--- config.mk ---
export PLATFORM = sky130hd
export DESIGN_NAME = sasc_sequencer
export DESIGN_NICKNAME = d
export VERILOG_FILES = /design/src/shared/sasc_pkg.sv /design/src/sasc_sequencer.sv /design/src/sasc_clkdiv.sv
export VERILOG_INCLUDE_DIRS = /design/src /design/src/shared
export SDC_FILE = /design/constraint.sdc
export NUM_CORES = 1
export LEC_CHECK = 0
export ABC_AREA = 1
export BUFFER_PORTS_ARGS = -buffer_cell sky130_fd_sc_hd__buf_2
export CORE_MARGIN = 4
export CORE_UTILIZATION = 45
export CTS_CLUSTER_DIAMETER = 50
export CTS_CLUSTER_SIZE = 30
export DETAILED_ROUTE_END_ITERATION = 8
export HOLD_SLACK_MARGIN = 0.06
export PLACE_DENSITY = 0.66
export SYNTH_ARGS = -nofsm -noshare
export SYNTH_HDL_FRONTEND = slang
export SYNTH_HIERARCHICAL = 1
export SYNTH_SLANG_ARGS = --single-unit
--- constraint.sdc ---
create_clock -name mclk -period 4.7 [get_ports mclk]
set_input_delay 0.94 -clock mclk [delete_from_list [all_inputs] [get_ports mclk]]
set_output_delay 0.94 -clock mclk [all_outputs]
set_load 0.02 [all_outputs]
--- src/shared/sasc_consts.svh ---
// Constants for the converter sequencer control block
`ifndef SASC_CONSTS_SVH
`define SASC_CONSTS_SVH
`define SASC_RES_W          12
`define SASC_NCH            8
`define SASC_CH_W           3
`define SASC_MCLK_MHZ       250
`define SASC_ADC_MAX_MHZ    18
`define SASC_CONV_CLKS      18
`define SASC_DIV_MIN        ((`SASC_MCLK_MHZ + `SASC_ADC_MAX_MHZ - 1) / `SASC_ADC_MAX_MHZ)
`define SASC_SAMP_W         8
`define SASC_SAMP_RST       8'h04
`define SASC_TEMP_CH        3'h7
`define SASC_CNT_W          5
`endif

--- src/shared/sasc_pkg.sv ---
// Types for the converter sequencer control block
package sasc_pkg;
  typedef enum logic [1:0] {
    REF_VDD     = 2'b00,
    REF_VDDHALF = 2'b01,
    REF_INT     = 2'b10,
    REF_EXT     = 2'b11
  } sasc_ref_t;
  typedef struct packed {
    logic        valid;
    logic [2:0]  chan;
    logic [11:0] value;
  } sasc_result_t;
endpackage

--- src/sasc_sequencer.sv ---
// Converter channel sequencer with per-channel results and range check
// Behaviour
// RULE1 - Results are 12 bits, up to 1 Msps
// RULE2 - Converter clock at most 18 MHz, 18 clocks
// RULE3 - Eight-input sequencer scans selected channels autonomously
// RULE4 - No idle cycles between channels
// RULE5 - Hardware scan or firmware-selected channel
// RULE6 - One result buffer per channel
// RULE7 - Per-channel sample time applied on sampling
// RULE8 - Low/high limits raise out-of-range flag
// RULE9 - Range checked on each conversion completion
// RULE10 - Four reference choices including external pin
// RULE11 - Programmable sample-and-hold window
// RULE12 - Temperature sensor routable to converter
// RULE13 - Converter held off in deep sleep
// RULE14 - Flag sticky; equal to limit is in range
`timescale 1ns/1ps
`include "sasc_consts.svh"
module sasc_sequencer
  import sasc_pkg::*;
(
  input  wire logic        mclk,        // System clock 250 MHz
  input  wire logic        reset_n,     // Sync reset, active low
  input  wire logic        enable,      // Converter enable
  input  wire logic        deepSleep,   // Deep sleep or hibernate
  input  wire logic        hwScan,      // 1 hardware scan, 0 firmware
  input  wire logic [7:0]  chanEn,      // Scan channel selection
  input  wire logic [2:0]  fwChan,      // Firmware-selected channel
  input  wire logic        fwStart,     // Firmware conversion pulse
  input  wire logic        tempSel,     // Route temperature sensor
  input  wire sasc_ref_t   refSelIn,    // Reference selection
  input  wire logic [4:0]  clkDiv,      // Converter clock divide
  input  wire logic [63:0] sampTimes,   // Sample ticks per channel
  input  wire logic [11:0] limitLo,     // Low range limit
  input  wire logic [11:0] limitHi,     // High range limit
  input  wire logic        rangeClr,    // Clear out-of-range flag
  input  wire logic        coreBit,     // Comparator decision bit
  input  wire logic [2:0]  rdChan,      // Result read channel
  output sasc_ref_t        refSel,      // Reference to analog core
  output logic [2:0]       muxSel,      // Analog input mux select
  output logic             muxTemp,     // Temperature sensor on mux
  output logic             sampleOn,    // Sample switch closed
  output logic [11:0]      dacCode,     // Trial code to core
  output logic             adcTick,     // Converter clock tick
  output logic             busy,        // Conversion in progress
  output logic             done,        // One-cycle conversion done
  output sasc_result_t     lastResult,  // Last completed result
  output sasc_result_t     rdResult,    // Selected channel result
  output logic [7:0]       rangeFlags,  // Per-channel out of range
  output logic             rangeIrq     // Sticky out-of-range flag
);
  typedef enum logic [1:0] {
    ST_IDLE   = 2'b00,
    ST_SAMPLE = 2'b01,
    ST_CONV   = 2'b10
  } sasc_state_t;

  //////////////////////////////////////////////////////////////////////////
  sasc_state_t  state_q, state_d;
  logic [2:0]   chan_q, chan_d;
  logic [7:0]   samp_q, samp_d;
  logic [4:0]   bitCnt_q, bitCnt_d;
  logic [11:0]  sar_q, sar_d;
  logic [11:0]  buf_q [`SASC_NCH];
  logic [7:0]   bufValid_q;
  logic [7:0]   rangeFlags_q;
  logic         irq_q;
  logic         done_q;
  sasc_result_t last_q;
  sasc_result_t rd_q;
  logic         run;
  logic [2:0]   nextChan;
  logic [11:0]  finalCode;
  logic         outOfRange;
  logic         convEnd;

  // Next enabled channel after the given one
  function automatic logic [2:0] next_en(input logic [2:0] cur,
                                         input logic [7:0] en);
    logic [2:0] c;
    logic       found;
    c = cur;
    found = 1'b0;
    for (int i = 1; i <= 8; i++)
    begin
      if (!found && en[3'(cur + 3'(i))])
      begin
        c = 3'(cur + 3'(i));
        found = 1'b1;
      end
    end
    return c;
  endfunction

  // RULE2 floor on sample ticks
  // Keeps sample plus approximation at 18 ticks or more
  function automatic logic [7:0] samp_len(input logic [7:0] req);
    logic [7:0] minLen;
    minLen = 8'(`SASC_CONV_CLKS - `SASC_RES_W);
    return (req < minLen) ? minLen : req;
  endfunction

  //////////////////////////////////////////////////////////////////////////
  // RULE13 deep sleep gating
  assign run = enable && !deepSleep;

  // RULE2 clamped converter clock
  sasc_clkdiv u_div (
    .mclk    (mclk),
    .reset_n (reset_n),
    .divSel  (clkDiv),
    .run     (run),
    .adcTick (adcTick)
  );

  // RULE10 reference pass-through
  assign refSel = refSelIn;
  assign nextChan = hwScan ? next_en(chan_q, chanEn) : fwChan;
  // RULE12 temperature routing
  assign muxTemp = tempSel && (chan_q == `SASC_TEMP_CH);
  assign muxSel = chan_q;
  assign sampleOn = (state_q == ST_SAMPLE);
  assign busy = (state_q != ST_IDLE);
  assign done = done_q;
  assign dacCode = sar_q;
  assign finalCode = coreBit ? sar_q : (sar_q & ~(12'h800 >> bitCnt_q));
  assign convEnd = (state_q == ST_CONV) && adcTick
                   && (bitCnt_q == 5'(`SASC_RES_W - 1));
  // RULE14 limits inclusive
  assign outOfRange = (finalCode < limitLo) || (finalCode > limitHi);

  //////////////////////////////////////////////////////////////////////////
  always_comb
  begin
    state_d = state_q;
    chan_d = chan_q;
    samp_d = samp_q;
    bitCnt_d = bitCnt_q;
    sar_d = sar_q;
    unique case (state_q)
      ST_IDLE:
      begin
        // RULE5 hardware or firmware start
        if (run && ((hwScan && chanEn != 8'h00) || (!hwScan && fwStart)))
        begin
          chan_d = hwScan ? (chanEn[chan_q] ? chan_q : nextChan) : fwChan;
          state_d = ST_SAMPLE;
          // RULE7 channel sample time
          samp_d = samp_len(sampTimes[8*chan_d +: 8]);
        end
      end
      ST_SAMPLE:
      begin
        // RULE11 programmable acquisition
        if (adcTick)
        begin
          if (samp_q <= 8'h01)
          begin
            state_d = ST_CONV;
            bitCnt_d = 5'h00;
            sar_d = 12'h800;
          end
          else
            samp_d = samp_q - 8'h01;
        end
      end
      ST_CONV:
      begin
        // RULE1 twelve-bit approximation
        if (adcTick)
        begin
          if (convEnd)
          begin
            sar_d = finalCode;
            // RULE3 RULE4 straight to next channel
            if (run && hwScan && chanEn != 8'h00)
            begin
              chan_d = nextChan;
              state_d = ST_SAMPLE;
              samp_d = samp_len(sampTimes[8*nextChan +: 8]);
            end
            else
              state_d = ST_IDLE;
          end
          else
          begin
            sar_d = finalCode | (12'h400 >> bitCnt_q);
            bitCnt_d = bitCnt_q + 5'h01;
          end
        end
      end
      default:
        state_d = ST_IDLE;
    endcase
    if (!run)
      state_d = ST_IDLE;
  end

  //////////////////////////////////////////////////////////////////////////
  always_ff @(posedge mclk)
  begin
    if (!reset_n)
    begin
      state_q <= ST_IDLE;
      chan_q <= 3'h0;
      samp_q <= `SASC_SAMP_RST;
      bitCnt_q <= 5'h00;
      sar_q <= 12'h000;
    end
    else
    begin
      state_q <= state_d;
      chan_q <= chan_d;
      samp_q <= samp_d;
      bitCnt_q <= bitCnt_d;
      sar_q <= sar_d;
    end
  end

  // RULE6 per-channel result buffers
  always_ff @(posedge mclk)
  begin
    if (!reset_n)
    begin
      bufValid_q <= 8'h00;
      last_q <= '0;
      done_q <= 1'b0;
      rd_q <= '0;
      for (int i = 0; i < `SASC_NCH; i++)
        buf_q[i] <= 12'h000;
    end
    else
    begin
      done_q <= convEnd;
      rd_q <= '{valid: bufValid_q[rdChan], chan: rdChan,
                value: buf_q[rdChan]};
      if (convEnd)
      begin
        buf_q[chan_q] <= finalCode;
        bufValid_q[chan_q] <= 1'b1;
        last_q <= '{valid: 1'b1, chan: chan_q, value: finalCode};
      end
    end
  end

  // RULE8 RULE9 RULE14 sticky range flag, set wins
  always_ff @(posedge mclk)
  begin
    if (!reset_n)
    begin
      irq_q <= 1'b0;
      rangeFlags_q <= 8'h00;
    end
    else
    begin
      if (convEnd && outOfRange)
      begin
        irq_q <= 1'b1;
        rangeFlags_q <= (rangeClr ? 8'h00 : rangeFlags_q)
                        | (8'h01 << chan_q);
      end
      else if (rangeClr)
      begin
        irq_q <= 1'b0;
        rangeFlags_q <= 8'h00;
      end
    end
  end

  assign lastResult = last_q;
  assign rdResult = rd_q;
  assign rangeFlags = rangeFlags_q;
  assign rangeIrq = irq_q;
endmodule

--- src/sasc_clkdiv.sv ---
// Converter clock tick generator
`timescale 1ns/1ps
`include "sasc_consts.svh"
module sasc_clkdiv
  import sasc_pkg::*;
(
  input  wire logic       mclk,     // System clock
  input  wire logic       reset_n,  // Sync reset
  input  wire logic [4:0] divSel,   // Requested divide
  input  wire logic       run,      // Divider enable
  output logic            adcTick   // Converter clock tick
);
  localparam logic [4:0] DIV_MIN = 5'(`SASC_DIV_MIN);
  logic [4:0] cnt_q;
  logic [4:0] cnt_d;
  logic [4:0] divEff;
  // Clamp keeps converter clock at or under 18 MHz
  assign divEff = (divSel < DIV_MIN) ? DIV_MIN : divSel;
  assign cnt_d = (!run || cnt_q == divEff - 5'h01) ? 5'h00 : cnt_q + 5'h01;
  assign adcTick = run && (cnt_q == divEff - 5'h01);
  always_ff @(posedge mclk)
  begin
    if (!reset_n)
      cnt_q <= 5'h00;
    else
      cnt_q <= cnt_d;
  end
endmodule

==> run metrics, run 1 <==
R2R setup slack=around 630 ps; Leakage Power=between 5 and 6 nW; Iteration-0 DRC Markers=roughly 790; clock power share=0.339; initial antenna violation count=1; Hold Path Class=flop to flop; CTS buffer count=17; Port-buffer cells=around 180; crit start category=flop; GP Congestion=around 0.91; # fillers=about 2400; Sequential Power Share=0.422; CTS tree=done; RR Startpoint=muxSel[0]$_SDFFE_PN0P_; worst hold path cell count=2; final hold violations=0; Cells after DPL=1975; crit end category=flop; Cell Pwr Density=~320 nW/um2; synthesis-stage register bit count=181; Worst Path Arrival=4420 ps; final worst slack=approximately 630 ps; die height=165.0 um; starting density of the core=0.4572; TNS Setup=0 ps; Hold EP=bufValid_q[0]$_SDFFE_PN0P_; final WL=around 32000 um; grt total ovfl=0; Slew Limit Fails=0; Final Skew=roughly 16 ps; Slew headroom=0.3692; min-delay src=bufValid_q[0]$_SDFFE_PN0P_; Post-DRT Antenna Nets=0; DR vias=about 11000; total of max-cap violations=0; first-pass GRT wire length=a little over 50000 um; Die ar.=~27000 um2; Period minus WS final=4065 ps; fmax=~0.25 GHz; clk_lat worst skew=~430 ps; Synth async-reset ratio=0; Reg-to-Reg End=samp_q[1]$_SDFFE_PN0P_; DP HPWL=around 24000 um; Core Rows=57; wire length per cell=between 15 and 20 um; yosys synthesis warning count=6; gr usage total=0.2357; floorplan core area=approximately 24000 um2; largest net degree at the start of global routing=56; number of global-route vias before repair=10100; Worst Max-Slew Pin Slew=946.2 ps; mapped cell area=11090 um2; drt via density=around 5.3; FF-to-FF path depth=25; Avg Cell Area, Syn=around 7.3 um2; switching share of total power=0.3203; Die Width=165.0 um; nets=1835; Gate Count Post-Synth=1521; Gate power share=0.239; register area share after synthesis=0.4135; Cell variety after synth=49; area of the multi-input gates=approximately 5500 um2; Post-synth EDFFs=96; maximum VDD drop=0.0002357 V; Post-CTS Setup Repair Bufs=0; setup violators final=0; internal power component=2.819 mW; post-route insts no fill=about 2000; CTS Buffer Depth=2; critical path type=flop to flop; H-tree depth=4; Clk Tree Root Cell=clkbuf_16; DRC Markers=0; FF+latch area=~4600 um2; Placement Setup Slack=roughly 480 ps; Sink Count=181; net count after synthesis=roughly 1700; hold buffer count at CTS=0; final clock period utilization by the worst path=0.8650; io pins=about 180; ys flop type=edfxtp_1; crit-path max FO=14; Switch Pwr=~1.3 mW; Area growth syn-to-layout=15.71%; router iterations before antenna repair=5; status=completed; layout cell share with drive strength beyond 1=0.1771; unrepaired setup endpoints after global routing=no; Required @ worst endpoint=between 5000 and 6000 ps; Worst-path clk slew=approximately 70 ps
[synthesized netlist by cell type (9+ instances only)]
cell,n,area share
a21oi_1,77,0.035
buf_4,9,0.0061
clkbuf_1,57,0.019
clkinv_1,11,0.0037
dfxtp_1,85,0.15
edfxtp_1,96,0.26
ha_1,47,0.053
inv_1,150,0.051
nand2_1,336,0.11
nand2_2,17,0.0096
nand3_1,144,0.065
nand4_1,19,0.011
nor2_1,224,0.076
nor2_2,9,0.0051
o21ai_0,111,0.050
o21ai_1,12,0.0054
o32ai_1,25,0.020
[through the flow]
step	util	cell area, um2	hold slack [ps]	power, mW
5_1_grt	0.5291	12830	471.1	4.370
6_report	0.5291	12830	447.8	4.148
3_5_place_dp	0.5051	12250	434.1	2.765
2_1_floorplan	-	11090	418.6	2.522
3_3_place_gp	0.5051	12250	427.8	2.754
4_1_cts	0.5287	12820	445.9	4.160
[power groups by stage]
stage	clock network, mW	logic [mW]	registers [mW]
final	1.41	0.990	1.75
after global routing	1.49	1.12	1.76
after CTS	1.43	0.982	1.75
after detailed placement	0	0.979	1.79
after global placement	0	0.969	1.78
after floorplan	0	0.726	1.80
[placed cells by master, fill, tap and decap left out, drive strengths merged]
cell	count
nand2	357
nor2	234
buf	214
inv	165
nand3	150
o21ai	124
edfxtp	96
dfxtp	85
a21oi	78
ha	47
o32ai	25
nand4	21
clkbuf	21
clkinv	14
o211ai	7
nor3	6
nand3b	6
a211oi	5
a31oi	5
or2	4
a31o	2
o21bai	2
o221ai	2
xnor2	2
xor2	2
diode	1
nor4	1
a311oi	1
o2111ai	1
o22ai	1
a221oi	1
a32o	1
a21o	1
a21boi	1
bufinv	1
[flip-flops by register name, indices dropped and copies added, names as in the netlist, 5 cells and up]
signal,count
bitCnt_q,5
bufValid_q,8
buf_q,96
dacCode,12
lastResult,16
rangeFlags,8
rdResult,16
samp_q,8
u_div/cnt_q,5
[per-layer routing]
layer  part of all wire  up-vias  track usage
met5                  0        -            0
met4              0.029        0      0.07675
met2               0.49      373       0.4133
met3              0.065       55      0.03793
met1               0.42     4921       0.2964
li1                   -     5334            -
[cells by family (layout without fill, tap and decap cells)]
family / count (synthesis) / count (layout) / share of synthesized area
AOI/OAI and AO/OA: 257 / 257 / 0.1328
adders and majority gates: 47 / 47 / 0.05304
DFF: 181 / 181 / 0.4135
xor gates and xnor gates: 4 / 4 / 0.003160
and+or+nand+nor: 779 / 779 / 0.3031
buffers and inverters: 253 / 415 / 0.09435
other: 0 / 1 / 0
[worst max-delay path by stage]
| stage | from | end | slack, ps | cells after the start |
|---|---|---|---|---|
| after floorplan | clkDiv[2] | samp_q[3]$_SDFFE_PN0P_ | 860 | 19 |
| after global placement | chanEn[6] | samp_q[0]$_SDFFE_PN0P_ | 590 | 26 |
| after detailed placement | chanEn[6] | samp_q[0]$_SDFFE_PN0P_ | 480 | 26 |
| after CTS | muxSel[0]$_SDFFE_PN0P_ | samp_q[0]$_SDFFE_PN0P_ | 500 | 27 |
| after global routing | muxSel[0]$_SDFFE_PN0P_ | samp_q[1]$_SDFFE_PN0P_ | 230 | 25 |
| final | muxSel[0]$_SDFFE_PN0P_ | samp_q[1]$_SDFFE_PN0P_ | 630 | 25 |
[timing repair]
action / in CTS / in global routing
resized for setup: 0 / 1
endpoints found under the hold margin: 0 / 0
endpoints found under the setup margin: 0 / 2
[critical path, stage by stage (launching register included)]
cell and delay, ps:
dfxtp_1 520, inv_2 60, ha_1 410, inv_2 160, nand3_1 110, nand3b_1 160, nand2_2 110, nor2_2 160
nand4_1 160, nand3_1 140, nand3_1 80, nand3_1 80, nand2_2 80, nand2_4 100, nand3_2 90, a21oi_2 660
nand2_1 100, nand3_1 110, nand2_1 110, clkinv_1 60, nand2_1 40, nor2_1 140, nand2_1 100, nand2_1 70
nand3_1 60, a21oi_1 110
[area by class of cell]
type                    instances  area share
well taps                     324     0.03160
clock buffers                  21     0.03599
diodes                          1   0.0001951
inverters                     169     0.04945
clock inverters                11    0.008778
multi-input cells            1087      0.4257
flip-flops and latches        181      0.3574
repair buffers                214     0.09090
No activity file was read; power rests on OpenSTA's default activity.
==> run 2, diff against run 1 <==
==> constraint.sdc (replaced) <==
create_clock -name mclk -period 4.7 [get_ports mclk]
set_input_delay 0.47 -clock mclk [delete_from_list [all_inputs] [get_ports mclk]]
set_output_delay 0.47 -clock mclk [all_outputs]
set_load 0.02 [all_outputs]
==> run 2 against run 1 <==
Effect of this change: global-route usage rose by 0.26 points; sequential cell count did not move; clock skew rose by 4.0 ps; via count barely moved; cell area fell by 0.27%; sequential share of layout area rose by 0.098 points; clock power barely moved; non-clock buffer count fell by 5; largest power group unchanged.
==> run metrics, run 2 (synthesis gave the netlist of run 1 again) <==
status=completed; Cell Pwr Density=324.9 nW/um2 (+0.49%); H-tree depth=4 (unchanged); drt via density=5.333 (+0.23%); crit end category=flop; post-route insts no fill=2002 (-0.30%); commonest non-fill, non-tap cell in the layout=nand2_1; router iterations before antenna repair=5 (unchanged); unrepaired setup endpoints after global routing=no; layout cell share with drive strength beyond 1=0.1746 (-0.002452); Die Width=165.0 um (unchanged); wire length per cell=16.13 um (-0.16%); commonest cells after routing, fill and taps aside=336 x nand2_1, 224 x nor2_1, 176 x buf_2; die height=165.0 um (unchanged); Core Rows=57 (unchanged); GP Congestion=0.9259 (+1.4%); RR Startpoint=muxSel[1]$_SDFFE_PN0P_; gr usage total=0.2383 (+0.002574); CP max stage delay=480 ps (-180 ps); Slew Limit Fails=0 (unchanged); Worst-path clk slew=60 ps (about the same); Worst setup startpoint=muxSel[1]$_SDFFE_PN0P_; fmax=0.2418 GHz (-1.7%); maximum VDD drop=0.0002217 V (-5.9%); Port-buffer cells=176 (unchanged); DRC Markers=0 (unchanged); final WL=32290 um (-0.46%); crit start category=flop; R2R setup slack=560 ps (-70 ps); FF-to-FF path depth=27 (+8.0%); final core utilization=0.5276 (-0.001445); nets=1830 (-0.27%); Reg-to-Reg End=samp_q[0]$_SDFFE_PN0P_; Post-DRT Antenna Nets=0 (unchanged); initial antenna violation count=0 (-1); floorplan core area=24250 um2 (unchanged); clk_lat worst skew=440 ps (about the same); Cells after DPL=1970 (-0.25%); Clk Tree Root Cell=clkbuf_16; Die ar.=27210 um2 (unchanged); Post-CTS Setup Repair Bufs=0 (unchanged); critical path type=flop to flop; Period minus WS final=4136 ps (+71.02 ps); CTS Buffer Depth=2 (unchanged); CTS buffer count=17 (unchanged); DR vias=10680 (-0.066%); first-pass GRT wire length=51290 um (+0.38%); number of global-route vias before repair=10210 (+1.1%); Leakage Power=5.905 nW (-0.38%); hold buffer count at CTS=0 (unchanged); number of flip-flops in the largest register=96 (unchanged); Iteration-0 DRC Markers=890 (+12%); io pins=181 (unchanged); Slew headroom=0.3756 (+0.006443); number of gates resized after CTS=0 (unchanged); total of max-cap violations=0 (unchanged); Area growth syn-to-layout=15.39%; largest net degree at the start of global routing=57 (+1.8%); final hold violations=0 (unchanged); antenna fix cells=0 (-1); Worst Path Arrival=4450 ps (+30 ps); Hold Path Class=input port to flop; Worst Max-Slew Pin Slew=936.6 ps (-9.664 ps); Required @ worst endpoint=5020 ps (-30 ps); Top reg by flops=buf_q; Sink Count=181 (unchanged); setup violators final=0 (unchanged); grt total ovfl=0 (unchanged); Final Skew=19.47 ps (+3.955 ps); TNS Setup=0 ps (unchanged); crit-path max FO=48 (+34); Critical-path top delay cell=nand2_2; starting density of the core=0.4572 (unchanged); DP HPWL=23250 um (-1.2%); CTS tree=done; Worst setup endpoint=samp_q[0]$_SDFFE_PN0P_; final clock period utilization by the worst path=0.8801 (+0.01511)
-- run 2: how the worst min path moves through the flow --
| stage | start | endpoint | slack, ps | cells after the start |
|---|---|---|---|---|
| 6_report | reset_n | lastResult[14]$_SDFFE_PN0P_ | 410 | 3 |
| 5_1_grt | reset_n | samp_q[0]$_SDFFE_PN0P_ | 400 | 3 |
| 2_1_floorplan | bufValid_q[0]$_SDFFE_PN0P_ | bufValid_q[0]$_SDFFE_PN0P_ | 420 | 2 |
| 3_5_place_dp | bufValid_q[2]$_SDFFE_PN0P_ | bufValid_q[2]$_SDFFE_PN0P_ | 430 | 2 |
| 4_1_cts | reset_n | lastResult[14]$_SDFFE_PN0P_ | 380 | 3 |
| 3_3_place_gp | bufValid_q[4]$_SDFFE_PN0P_ | bufValid_q[4]$_SDFFE_PN0P_ | 430 | 2 |
-- run 2: per-stage QoR --
stage               hold WS [ps]  cell area, um2  setup WS (ps)  power [mW]
finish                     405.1           12790          563.5       4.157
global route               396.8           12790          70.83       4.379
CTS                        383.3           12790          616.3       4.163
detailed placement         432.2           12210          629.3       2.760
global placement           428.6           12210          805.4       2.744
floorplan                  418.6           11090           1166       2.522
-- run 2: layer usage --
metal,global-route usage,share of wire,up-vias,wire length [um]
met5,0,0,-,0
met1,0.2974,0.41,4879,13110
met4,0.09490,0.030,0,971
met2,0.4199,0.50,420,16020
met3,0.02795,0.068,61,2182
li1,-,-,5316,-
-- run 2: layout make-up --
cell class                 instances  area, um2
clock buffer                      21      471.7
clock inverter                    11      112.6
fill                            2420      11450
inverter                         169      634.4
multi-input combinational       1087       5456
sequential                       181       4584
tap                              324      405.4
timing repair buffer             209       1129
-- run 2: critical path: cells and delay by family, from the launching register on --
kind | cells | cell delay, ps
flip-flops | 1 | 320
buffers and inverters | 3 | 460
AND/OR/NAND/NOR | 22 | 2790
AO/OA/AOI/OAI | 1 | 60
adder cells (fa/ha/maj) | 1 | 360
-- run 2: where the power goes --
group	switching [mW]	internal (mW)	total (mW)
Combinational	0.666	0.320	0.985
Sequential	0.0256	1.72	1.75
Clock	0.633	0.789	1.42
Total	1.32	2.83	4.16
==> run 3, diff against run 2 <==
Settings changed: CORE_UTILIZATION 45 to 42, PLACE_DENSITY 0.66 to default.
==> run 3 against run 2 <==
Effect of this change: sequential power is essentially flat; clock-buffer cell count is 4 lower; sequential cell count unchanged; clock skew fell by 3.9 ps; die area grew 6.8%; clock power shrank 6%; critical path type unchanged; first-iteration DRC count shrank 17%; sequential share of layout area barely moved; combinational power rose by 1%.
==> run metrics, run 3 (synthesis gave the netlist of run 1 again) <==
maximum VDD drop=0.0002545 V (+15%); largest net degree at the start of global routing=56 (-1.8%); number of global-route vias before repair=10150 (-0.59%); Worst-path clk slew=70 ps (about the same); hold buffer count at CTS=0 (unchanged); DRC Markers=0 (unchanged); Slew headroom=0.2348 (-0.1408); TNS Setup=0 ps (unchanged); final WL=33210 um (+2.9%); Area growth syn-to-layout=15.24%; die height=170.5 um (+3.3%); Slew Limit Fails=0 (unchanged); io pins=181 (unchanged); H-tree depth=4 (unchanged); drt via density=5.271 (-1.2%); # fillers=2645 (+9.3%); gr usage total=0.2285 (-0.009864); Cell Pwr Density=319.2 nW/um2 (-1.8%); fmax=0.2374 GHz (-1.8%); status=completed; nets=1831 (+0.055%); M1 GR Usage=0.2949 (-0.002505); Sink Count=181 (unchanged); floorplan core area=25980 um2 (+7.2%); wire length per cell=16.49 um (+2.2%); DP HPWL=24100 um (+3.6%); crit start category=flop; Core Rows=59 (+3.5%); critical path type=flop to flop; grt total ovfl=0 (unchanged); Worst Max-Slew Pin Slew=1136 ps (+199.3 ps); commonest cells after routing, fill and taps aside=336 x nand2_1, 224 x nor2_1, 176 x buf_2; crit-path max FO=40 (-17%); final hold violations=0 (unchanged); final clock period utilization by the worst path=0.8962 (+0.01607); CTS tree=done; gr busiest metal=met2; Die ar.=29060 um2 (+6.8%); Period minus WS final=4212 ps (+75.52 ps); dpl cell area=12230 um2 (+0.17%); Critical-path top delay cell=nand2_2; GP Congestion=0.9220 (-0.42%); CTS Buffer Depth=2 (unchanged); layout cell share with drive strength beyond 1=0.1757 (+0.001087); number of flip-flops in the largest register=96 (unchanged); Worst Path Arrival=4580 ps (+130 ps); Die Width=170.5 um (+3.3%); CP dominant cell by count=nand2_1; Top reg by flops=buf_q; initial antenna violation count=0 (unchanged); Required @ worst endpoint=5070 ps (+50 ps); DR vias=10620 (-0.57%); starting density of the core=0.4267 (-0.03056); Leakage Power=5.889 nW (-0.25%); Final Skew=15.54 ps (-3.935 ps); Post-CTS Setup Repair Bufs=0 (unchanged); crit end category=flop; CTS buffer count=17 (unchanged); GR Util met3=0.02997 (+0.002014); unrepaired setup endpoints after global routing=no; clk_lat worst skew=440 ps (about the same); total of max-cap violations=0 (unchanged); commonest non-fill, non-tap cell in the layout=nand2_1; setup violators final=0 (unchanged); met2 Use GR=0.4020 (-0.01787); Port-buffer cells=176 (unchanged); router iterations before antenna repair=5 (unchanged); Final Cell Area=12780 um2 (-0.14%); number of gates resized after CTS=0 (unchanged); first-pass GRT wire length=53020 um (+3.4%); Post-DRT Antenna Nets=0 (unchanged); Clk Tree Root Cell=clkbuf_16; antenna fix cells=0 (unchanged); CP max stage delay=390 ps (-90 ps); Hold Path Class=flop to flop; Iteration-0 DRC Markers=741 (-17%)
[run 3: power breakdown]
part           leakage (nW)  switching, mW  internal (mW)
registers              1.60         0.0248           1.72
logic                  4.02          0.681          0.317
clock network         0.264          0.644          0.688
[run 3: stage by stage]
step	power [mW]	util	cells	hold slack, ps	setup slack (ps)
2_1_floorplan	2.522	-	1521	418.6	1166
3_5_place_dp	2.776	0.4707	1982	431.8	568.9
5_1_grt	4.309	0.4917	2014	451.9	12.56
4_1_cts	4.099	0.4915	2014	442.2	560.8
6_report	4.078	0.4917	2014	440.1	488.0
3_3_place_gp	2.776	0.4707	1982	427.5	610.5
[run 3: worst paths after layout]
kind                            slack (ps)                         end                       start  depth (start not counted)
worst min register to register         440  bufValid_q[4]$_SDFFE_PN0P_  bufValid_q[4]$_SDFFE_PN0P_                          2
worst min-delay path                   440  bufValid_q[4]$_SDFFE_PN0P_  bufValid_q[4]$_SDFFE_PN0P_                          2
worst max register to register         490      samp_q[1]$_SDFFE_PN0P_      muxSel[0]$_SDFFE_PN0P_                         28
worst max-delay path                   490      samp_q[1]$_SDFFE_PN0P_      muxSel[0]$_SDFFE_PN0P_                         28
[run 3: routing by layer]
| metal | vias to the layer above | part of all wire |
|---|---|---|
| met3 | 49 | 0.046 |
| met1 | 4933 | 0.44 |
| met5 | - | 0 |
| li1 | 5315 | - |
| met2 | 318 | 0.50 |
| met4 | 0 | 0.023 |
[run 3: cell type report]
class / count / area, um2 / area share
Tap cell: 335 / 419.2 / 0.03281
Multi-Input combinational cell: 1087 / 5461 / 0.4275
Inverter: 169 / 634.4 / 0.04965
Timing Repair Buffer: 210 / 1136 / 0.08892
Sequential cell: 181 / 4584 / 0.3588
Clock inverter: 15 / 115.1 / 0.009010
Clock buffer: 17 / 425.4 / 0.03330
[run 3: critical path: cells and delay by family (launching register included)]
family / cells / cell delay (ps)
compound gates: 1 / 120
fa+ha+maj: 2 / 550
buf+inv: 4 / 400
flops: 1 / 320
simple gates: 21 / 2750
